==> src/cidr_pkg.sv <==
// Purpose: constants and types of the index/data configuration register bank
// Assumes: one 125 MHz clock, host strobes already decoded to one-cycle pulses
// Notes:   registers store fixed bits too; they are forced on write and again on read
package cidr_pkg;

  ////////////////////////////////////////////////////////////////////////////
  // register indices
  localparam logic [7:0] IDX_PIN_FUNC = 8'h00;
  localparam logic [7:0] IDX_PAR_LOCK = 8'h01;
  localparam logic [7:0] IDX_SER_PWR  = 8'h02;
  // last index that the lock covers
  localparam logic [7:0] IDX_LOCK_TOP = 8'h18;

  ////////////////////////////////////////////////////////////////////////////
  // reset values
  localparam logic [7:0] RST_PIN_FUNC = 8'h28;
  localparam logic [7:0] RST_PAR_LOCK = 8'h9c;
  localparam logic [7:0] RST_SER_PWR  = 8'h88;
  localparam logic [7:0] RST_INDEX    = 8'h00;

  ////////////////////////////////////////////////////////////////////////////
  // writable masks and fixed read values
  localparam logic [7:0] WMASK_PIN_FUNC = 8'h8b;
  localparam logic [7:0] FIXED_PIN_FUNC = 8'h20;
  localparam logic [7:0] WMASK_PAR_LOCK = 8'h8c;
  localparam logic [7:0] FIXED_PAR_LOCK = 8'h10;
  localparam logic [7:0] WMASK_SER_PWR  = 8'h88;
  localparam logic [7:0] FIXED_SER_PWR  = 8'h00;

  ////////////////////////////////////////////////////////////////////////////
  // field positions
  localparam int PIN_MODE_LO   = 0;
  localparam int PIN_MODE_HI   = 1;
  localparam int FDC_PWR_BIT   = 3;
  localparam int VALID_BIT     = 7;
  localparam int PP_PWR_BIT    = 2;
  localparam int PP_MODE_BIT   = 3;
  localparam int LOCK_BIT      = 7;
  localparam int PRIMARY_SERIAL_PORT_PWR_BIT = 3;
  localparam int SECONDARY_SERIAL_PORT_PWR_BIT = 7;

  ////////////////////////////////////////////////////////////////////////////
  // types
  typedef enum logic [1:0] {
    PIN_OFF,
    PIN_IDE,
    PIN_ALT_IR
  } cidr_pin_mode_t;

  typedef struct packed {
    logic       idx_wr;
    logic       data_wr;
    logic       data_rd;
    logic [7:0] wdata;
  } cidr_host_req_t;

  typedef struct packed {
    logic ide_enable;
    logic alt_ir_enable;
    logic pullup_enable;
    logic fdc_power;
    logic valid_flag;
    logic pp_power;
    logic pp_extended;
    logic write_lock_open;
    logic primary_serial_port_power;
    logic secondary_serial_port_power;
  } cidr_ctrl_t;

  typedef struct packed {
    logic s1;
    logic s2;
    logic s3;
    logic level;
  } cidr_sync_t;

  typedef struct packed {
    logic [7:0] index;
    logic [7:0] pin_function_fdc_power;
    logic [7:0] parallel_mode_and_lock;
    logic [7:0] serial_power_control;
    logic [7:0] rd_data;
    logic       rd_valid;
    cidr_ctrl_t ctrl;
  } cidr_state_t;

endpackage : cidr_pkg

==> src/cidr_sync3.sv <==
// Purpose: three-stage synchroniser for a level from a pin
// Assumes: async input, active-high async reset
// Notes:   the level moves only once stages two and three agree
`timescale 1ns/1ps
module cidr_sync3
(
  // clock and reset
  input  wire logic ref_clk_i,
  input  wire logic reset_i,
  // level
  input  wire logic async_i,
  output logic      level_o
);

  cidr_pkg::cidr_sync_t st_q;
  cidr_pkg::cidr_sync_t st_d;

  always_comb
  begin
    st_d    = st_q;
    st_d.s1 = async_i;
    st_d.s2 = st_q.s1;
    st_d.s3 = st_q.s2;
    if (st_q.s2 == st_q.s3)
    begin
      st_d.level = st_q.s3;
    end
  end

  always_ff @(posedge ref_clk_i or posedge reset_i)
  begin
    if (reset_i)
    begin
      st_q <= '0;
    end
    else
    begin
      st_q <= st_d;
    end
  end

  assign level_o = st_q.level;

endmodule : cidr_sync3

==> src/cidr_pin_decode.sv <==
// Purpose: decode of the IDE / alternate IR pin field
// Assumes: purely combinational, registered by the caller
// Notes:   code 01 is reserved and behaves as 00
`timescale 1ns/1ps
module cidr_pin_decode
(
  // field
  input  wire logic [1:0] mode_field_i,
  // decoded enables
  output logic            ide_enable_o,
  output logic            alt_ir_enable_o,
  output logic            pullup_enable_o
);

  cidr_pkg::cidr_pin_mode_t mode;

  always_comb
  begin
    case (mode_field_i)
      2'b10:   mode = cidr_pkg::PIN_IDE;
      2'b11:   mode = cidr_pkg::PIN_ALT_IR;
      default: mode = cidr_pkg::PIN_OFF;
    endcase
  end

  assign ide_enable_o    = (mode == cidr_pkg::PIN_IDE);
  assign alt_ir_enable_o = (mode == cidr_pkg::PIN_ALT_IR);
  // pull-ups only while the pins have no owner, so they never fight a driver
  assign pullup_enable_o = (mode == cidr_pkg::PIN_OFF);

endmodule : cidr_pin_decode

==> src/cidr_config_regs.sv <==
// Purpose: index/data configuration register bank, indices 00h to 02h
// Assumes: host strobes are one-cycle pulses on ref_clk_i; cfg_mode_i comes
//          from the key-sequence logic on the same clock
// Notes:   reset_i is the hard / power-up reset; bus_reset_i only clears index
`timescale 1ns/1ps
module cidr_config_regs
(
  // clock and hard reset
  input  wire logic                    ref_clk_i,
  input  wire logic                    reset_i,
  // ordinary bus reset pin
  input  wire logic                    bus_reset_i,
  // configuration mode from the key sequence
  input  wire logic                    cfg_mode_i,
  // host port strobes
  input  wire cidr_pkg::cidr_host_req_t host_req_i,
  // read answer
  output logic [7:0]                   rd_data_o,
  output logic                         rd_valid_o,
  // controls to the function units
  output cidr_pkg::cidr_ctrl_t         ctrl_o
);

  ////////////////////////////////////////////////////////////////////////////
  // helpers

  // keep writable bits from the host, force the fixed ones
  function automatic logic [7:0] merge_write(input logic [7:0] wdata,
                                             input logic [7:0] wmask,
                                             input logic [7:0] fixed);
    merge_write = (wdata & wmask) | (fixed & ~wmask);
  endfunction : merge_write

  // read value of a stored byte with its fixed bits applied
  function automatic logic [7:0] read_view(input logic [7:0] stored,
                                           input logic [7:0] wmask,
                                           input logic [7:0] fixed);
    read_view = (stored & wmask) | (fixed & ~wmask);
  endfunction : read_view

  ////////////////////////////////////////////////////////////////////////////
  // state

  cidr_pkg::cidr_state_t st_q;
  cidr_pkg::cidr_state_t st_d;

  logic       bus_reset_lvl;
  logic       ide_en;
  logic       alt_en;
  logic       pull_en;
  logic       lock_open;
  logic       in_lock_range;
  logic       access_ok;
  logic [1:0] pin_field_nx;
  logic [7:0] rd_mux;

  cidr_sync3 u_bus_reset_sync
  (
    .ref_clk_i (ref_clk_i),
    .reset_i   (reset_i),
    .async_i   (bus_reset_i),
    .level_o   (bus_reset_lvl)
  );

  cidr_pin_decode u_pin_decode
  (
    .mode_field_i    (pin_field_nx),
    .ide_enable_o    (ide_en),
    .alt_ir_enable_o (alt_en),
    .pullup_enable_o (pull_en)
  );

  ////////////////////////////////////////////////////////////////////////////
  // access qualification

  assign lock_open     = st_q.parallel_mode_and_lock[cidr_pkg::LOCK_BIT];
  assign in_lock_range = (st_q.index <= cidr_pkg::IDX_LOCK_TOP);
  // the lock covers the wider printed range, which includes every index here
  assign access_ok     = cfg_mode_i && (lock_open || !in_lock_range);

  // next pin field worked out from st_q, so the decoder does not feed back into st_d
  assign pin_field_nx  =
    (access_ok && host_req_i.data_wr && (st_q.index == cidr_pkg::IDX_PIN_FUNC))
      ? host_req_i.wdata[cidr_pkg::PIN_MODE_HI:cidr_pkg::PIN_MODE_LO]
      : st_q.pin_function_fdc_power[cidr_pkg::PIN_MODE_HI:cidr_pkg::PIN_MODE_LO];

  always_comb
  begin
    case (st_q.index)
      cidr_pkg::IDX_PIN_FUNC:
        rd_mux = read_view(st_q.pin_function_fdc_power,
                           cidr_pkg::WMASK_PIN_FUNC, cidr_pkg::FIXED_PIN_FUNC);
      cidr_pkg::IDX_PAR_LOCK:
        rd_mux = read_view(st_q.parallel_mode_and_lock,
                           cidr_pkg::WMASK_PAR_LOCK, cidr_pkg::FIXED_PAR_LOCK);
      cidr_pkg::IDX_SER_PWR:
        rd_mux = read_view(st_q.serial_power_control,
                           cidr_pkg::WMASK_SER_PWR, cidr_pkg::FIXED_SER_PWR);
      default:
        rd_mux = 8'h00;
    endcase
  end

  ////////////////////////////////////////////////////////////////////////////
  // next state

  always_comb
  begin
    st_d          = st_q;
    st_d.rd_valid = 1'b0;

    // index port, only inside configuration mode
    if (cfg_mode_i && host_req_i.idx_wr)
    begin
      st_d.index = host_req_i.wdata;
    end
    // bus reset forgets the selection but keeps every register
    if (bus_reset_lvl)
    begin
      st_d.index = cidr_pkg::RST_INDEX;
    end

    // data port write uses the index held before this cycle
    if (access_ok && host_req_i.data_wr)
    begin
      case (st_q.index)
        cidr_pkg::IDX_PIN_FUNC:
          st_d.pin_function_fdc_power = merge_write(host_req_i.wdata,
            cidr_pkg::WMASK_PIN_FUNC, cidr_pkg::FIXED_PIN_FUNC);
        cidr_pkg::IDX_PAR_LOCK:
        begin
          st_d.parallel_mode_and_lock = merge_write(host_req_i.wdata,
            cidr_pkg::WMASK_PAR_LOCK, cidr_pkg::FIXED_PAR_LOCK);
          // lock can only fall; only a hard reset raises it again
          st_d.parallel_mode_and_lock[cidr_pkg::LOCK_BIT] =
            lock_open & host_req_i.wdata[cidr_pkg::LOCK_BIT];
        end
        cidr_pkg::IDX_SER_PWR:
          st_d.serial_power_control = merge_write(host_req_i.wdata,
            cidr_pkg::WMASK_SER_PWR, cidr_pkg::FIXED_SER_PWR);
        default:
          st_d.index = st_d.index;
      endcase
    end

    // data port read; a locked bank answers zero
    if (cfg_mode_i && host_req_i.data_rd)
    begin
      st_d.rd_valid = 1'b1;
      st_d.rd_data  = access_ok ? rd_mux : 8'h00;
    end

    // controls follow the new register values at the same edge
    st_d.ctrl.ide_enable      = ide_en;
    st_d.ctrl.alt_ir_enable   = alt_en;
    st_d.ctrl.pullup_enable   = pull_en;
    st_d.ctrl.fdc_power       =
      st_d.pin_function_fdc_power[cidr_pkg::FDC_PWR_BIT];
    // software flag only; nothing else in the bank looks at it
    st_d.ctrl.valid_flag      =
      st_d.pin_function_fdc_power[cidr_pkg::VALID_BIT];
    st_d.ctrl.pp_power        =
      st_d.parallel_mode_and_lock[cidr_pkg::PP_PWR_BIT];
    // extended mode choice itself lives in the extended setup register
    st_d.ctrl.pp_extended     =
      ~st_d.parallel_mode_and_lock[cidr_pkg::PP_MODE_BIT];
    st_d.ctrl.write_lock_open =
      st_d.parallel_mode_and_lock[cidr_pkg::LOCK_BIT];
    // power-down gates the unit only; its base decode stays live
    st_d.ctrl.primary_serial_port_power     =
      st_d.serial_power_control[cidr_pkg::PRIMARY_SERIAL_PORT_PWR_BIT];
    st_d.ctrl.secondary_serial_port_power     =
      st_d.serial_power_control[cidr_pkg::SECONDARY_SERIAL_PORT_PWR_BIT];
  end

  ////////////////////////////////////////////////////////////////////////////
  // registers: only the hard reset loads defaults

  always_ff @(posedge ref_clk_i or posedge reset_i)
  begin
    if (reset_i)
    begin
      st_q.index                  <= cidr_pkg::RST_INDEX;
      st_q.pin_function_fdc_power <= cidr_pkg::RST_PIN_FUNC;
      st_q.parallel_mode_and_lock <= cidr_pkg::RST_PAR_LOCK;
      st_q.serial_power_control   <= cidr_pkg::RST_SER_PWR;
      st_q.rd_data                <= 8'h00;
      st_q.rd_valid               <= 1'b0;
      st_q.ctrl.ide_enable        <= 1'b0;
      st_q.ctrl.alt_ir_enable     <= 1'b0;
      st_q.ctrl.pullup_enable     <= 1'b1;
      st_q.ctrl.fdc_power         <= 1'b1;
      st_q.ctrl.valid_flag        <= 1'b0;
      st_q.ctrl.pp_power          <= 1'b1;
      st_q.ctrl.pp_extended       <= 1'b0;
      st_q.ctrl.write_lock_open   <= 1'b1;
      st_q.ctrl.primary_serial_port_power       <= 1'b1;
      st_q.ctrl.secondary_serial_port_power       <= 1'b1;
    end
    else
    begin
      st_q <= st_d;
    end
  end

  assign rd_data_o  = st_q.rd_data;
  assign rd_valid_o = st_q.rd_valid;
  assign ctrl_o     = st_q.ctrl;

endmodule : cidr_config_regs

==> config.mk <==
export PLATFORM = sky130hd
export DESIGN_NAME = cidr_config_regs
export DESIGN_NICKNAME = d
export VERILOG_FILES = /design/src/cidr_pkg.sv /design/src/cidr_sync3.sv /design/src/cidr_pin_decode.sv /design/src/cidr_config_regs.sv
export SDC_FILE = /design/constraint.sdc
export NUM_CORES = 1
export LEC_CHECK = 0
export BUFFER_PORTS_ARGS = -buffer_cell sky130_fd_sc_hd__clkbuf_2
export CAP_MARGIN = 20
export CORE_MARGIN = 3
export CORE_UTILIZATION = 30
export CTS_BUF_LIST = sky130_fd_sc_hd__clkbuf_8
export CTS_CLUSTER_SIZE = 28
export DETAILED_ROUTE_END_ITERATION = 6
export PLACE_DENSITY = 0.53
export SYNTH_ARGS = -nofsm -noshare
export SYNTH_HDL_FRONTEND = slang
export SYNTH_HIERARCHICAL = 1
export SYNTH_SLANG_ARGS = --single-unit
==> constraint.sdc <==
create_clock -name ref_clk_i -period 5 [get_ports ref_clk_i]
set_input_delay 0.75 -clock ref_clk_i [delete_from_list [all_inputs] [get_ports ref_clk_i]]
set_output_delay 0.75 -clock ref_clk_i [all_outputs]
set_load 0.03 [all_outputs]
==> flow_metrics.env <==
export IMPL_fin_skew_ns=0.005667
export IMPL_gp_congestion=0.8184
export IMPL_clkPwrFrac_pct=40.3
export IMPL_syn_area_per_cell_um2=11.29
export IMPL_yosys_warnings=6
export IMPL_finalCritPeriodShare_pct=36.06
export IMPL_clk_latency_ns=0.28
export IMPL_cp_required_ns=4.25
export IMPL_grt_pass1_vias=1023
export IMPL_rsz0062_at_grt="no"
export IMPL_p_per_area_nw_per_um2=308.1
export IMPL_path_clk_slew_ns=0.06
export IMPL_num_vias=976
export IMPL_grt_antenna_before_repair=0
export IMPL_worst_path_max_fanout=4
export IMPL_cts_sinks=33
export IMPL_cp_num_buf_inv=1
export IMPL_ys_ff_latch=33
export IMPL_syn2layout_area_growth_pct=14.61
export IMPL_antennaDiodeCount=0
export IMPL_drt_wirelength_per_cell_um=13.82
export IMPL_drv_cap=0
export IMPL_synth_seq_area_share_pct=54.76
export IMPL_fmax_mhz=554.7
export IMPL_setup_violations_final=0
export IMPL_syn_cell_area_um2=1524
export IMPL_synth_cell_types=29
export IMPL_numCtsBuffers=5
export IMPL_initialDrtViolationCount=44
export IMPL_cp_slowest_cell="dfstp_2"
export IMPL_globalRouteTotalUtil_pct=11.18
export IMPL_path_cells="clkbuf_2"
export IMPL_syn_nets=150
export IMPL_fin_cells=221
export IMPL_p_switching_mw=0.1249
export IMPL_postCtsHoldBufs=0
export IMPL_clock_path_buffers=2
export IMPL_grt_pass1_wl_mm=5.030
export IMPL_irDropWorstVdd_mv=0.1809
export IMPL_fin_nets=168
export IMPL_crit_family="flip-flops"
export IMPL_fp_dieH_um=77.28
export IMPL_seqPwrFrac_pct=52.6
export IMPL_drive_gt1_share_pct=41.56
export IMPL_place_detailed_hpwl_mm=2.403
export IMPL_endpoint_kind="primary output"
export IMPL_first_pass_iters=4
export IMPL_drc=0
export IMPL_ant_nets=0
export IMPL_core_area_um2=4817
export IMPL_dp_cells=212
export IMPL_period_minus_slack_ns=1.803
export IMPL_critPathArrivalTime_ns=1.05
export IMPL_critPathMaxStageDelay_ns=0.56
export IMPL_die_area_um2=5971
export IMPL_io_buffer_count=32
export IMPL_p_sw_share_pct=23.21
export IMPL_drt_vias_per_instance=4.416
export IMPL_post_cts_buffers=0
export IMPL_internal_power_mw=0.4132
export IMPL_fin_area_um2=1747
export IMPL_num_io_pins=34
export IMPL_tns_ns=0
export IMPL_crit_path_start_kind="register"
export IMPL_combinationalPowerShare_pct=7.1
export IMPL_critPathKind="reg -> out"
export IMPL_start_util_pct=31.64
export IMPL_cts_tree="yes"
export IMPL_status="completed"
export IMPL_fp_dieW_um=77.28
export IMPL_row_count=25
export IMPL_cts_root_buf="clkbuf_8"
export IMPL_htree_levels=2
export IMPL_placed_area_um2=1618
export IMPL_p_leak_nw=0.8206
export IMPL_hp_class="in -> async"
export IMPL_cts_resized=0
export IMPL_synthCells=135
export IMPL_slew_violations=0
export IMPL_finalWirelength_mm=3.055
export IMPL_grt_max_degree=30
export IMPL_hold_viol_final=0
export IMPL_grt_overflow=0
## final cells by class
class / instances / area, um2
Clock inverter: 1 / 5.005
Timing Repair Buffer: 33 / 187.7
Inverter: 4 / 15.01
Tap cell: 67 / 83.83
Fill cell: 502 / 3070
Multi-Input combinational cell: 76 / 524.3
Clock buffer: 7 / 96.34
Sequential cell: 33 / 834.6
## path summary, 6_finish.rpt
check	start	end	slack, ns	depth (start not counted)
min in group ref_clk_i	u_bus_reset_sync/st_d[2]	u_bus_reset_sync/st_d[1]	0.36	0
min	reset_i	u_bus_reset_sync/st_d[2]	0.33	2
max	lock_open	ctrl_o[2]	3.20	1
max in group asynchronous	reset_i	ctrl_o[7]	4.02	3
max reg2reg	lock_open	ctrl_o[9]	3.21	4
min reg2reg	u_bus_reset_sync/st_d[2]	u_bus_reset_sync/st_d[1]	0.36	0
## stage by stage
step / power [mW] / hold slack, ns / setup slack (ns) / utilization, %
6_report: 0.5381 / 0.3301 / 3.197 / 36.26
5_1_grt: 0.5627 / 0.3314 / 3.110 / 36.26
4_1_cts: 0.5444 / 0.3227 / 3.185 / 35.69
3_5_place_dp: 0.3244 / 0.3490 / 2.905 / 33.58
3_3_place_gp: 0.3228 / 0.3417 / 2.991 / 33.58
2_1_floorplan: 0.3109 / 0.3312 / 3.281 / -
## cells by family after synthesis
kind of cell | count (synthesis) | synth area share, %
AO/OA/AOI/OAI | 18 | 7.061
adder cells (fa/ha/maj) | 1 | 0.7389
buffers and inverters | 26 | 10.84
flip-flops | 33 | 54.76
multiplexers | 10 | 7.225
other | 1 | 0.2461
AND/OR/NAND/NOR | 46 | 19.13
## state kept, by name (all words and copies together), names as in the netlist, named ones only
register / flops
rd_valid_o: 1
lock_open: 1
st_q: 15
u_bus_reset_sync/level_o: 1
rd_data_o: 7
ctrl_o: 4
u_bus_reset_sync/st_q: 1
u_bus_reset_sync/st_d: 2
## cells in the final DEF (no fill, tap or decap), drive strengths merged, types with 3 or more instances in the layout
cell	count
clkbuf	39
dfstp	7
dfrtp	26
inv	4
o21ai	5
nand2	21
nand4	3
nand3	11
and2b	3
mux2	8
a21oi	8
## power by group through the flow
stage	clock [mW]	sequential, mW	combinational (mW)
after floorplan	0	0.285	0.0255
after global placement	0	0.287	0.0354
after detailed placement	0	0.288	0.0365
after CTS	0.225	0.283	0.0365
after global routing	0.235	0.284	0.0438
final	0.217	0.283	0.0381
## metal layers
layer | vias up | wire (um) | global-route usage, %
met5 | - | 0 | 0
met4 | 0 | 51 | 4.270
met3 | 6 | 165 | 5.047
met2 | 21 | 1582 | 19.08
met1 | 468 | 1256 | 12.06
li1 | 481 | - | -
## synth_stat cells
library cell	instances	share of area, %
mux2_2	5	3.7
nand4_1	1	0.41
nor4b_2	1	0.98
nand4_2	2	1.6
nor4_4	1	1.4
conb_1	1	0.25
a21oi_1	8	2.6
inv_1	4	0.98
dfstp_2	7	12
nand2_1	21	5.2
o21ai_0	5	1.6
and2_1	1	0.41
clkbuf_1	2	0.49
nor3b_4	1	1.2
o31ai_1	2	0.98
mux2i_1	2	1.3
mux2_1	3	2.2
nand3_1	11	3.6
maj3_2	1	0.74
a222oi_1	1	0.66
dfrtp_1	26	43
a2bb2oi_1	1	0.57
nor4b_4	1	1.6
nor2_1	2	0.49
buf_4	18	8.9
and2_2	1	0.49
buf_1	2	0.49
and2b_2	3	1.7
o31a_1	1	0.57
No activity file was read; power rests on OpenSTA's default activity.
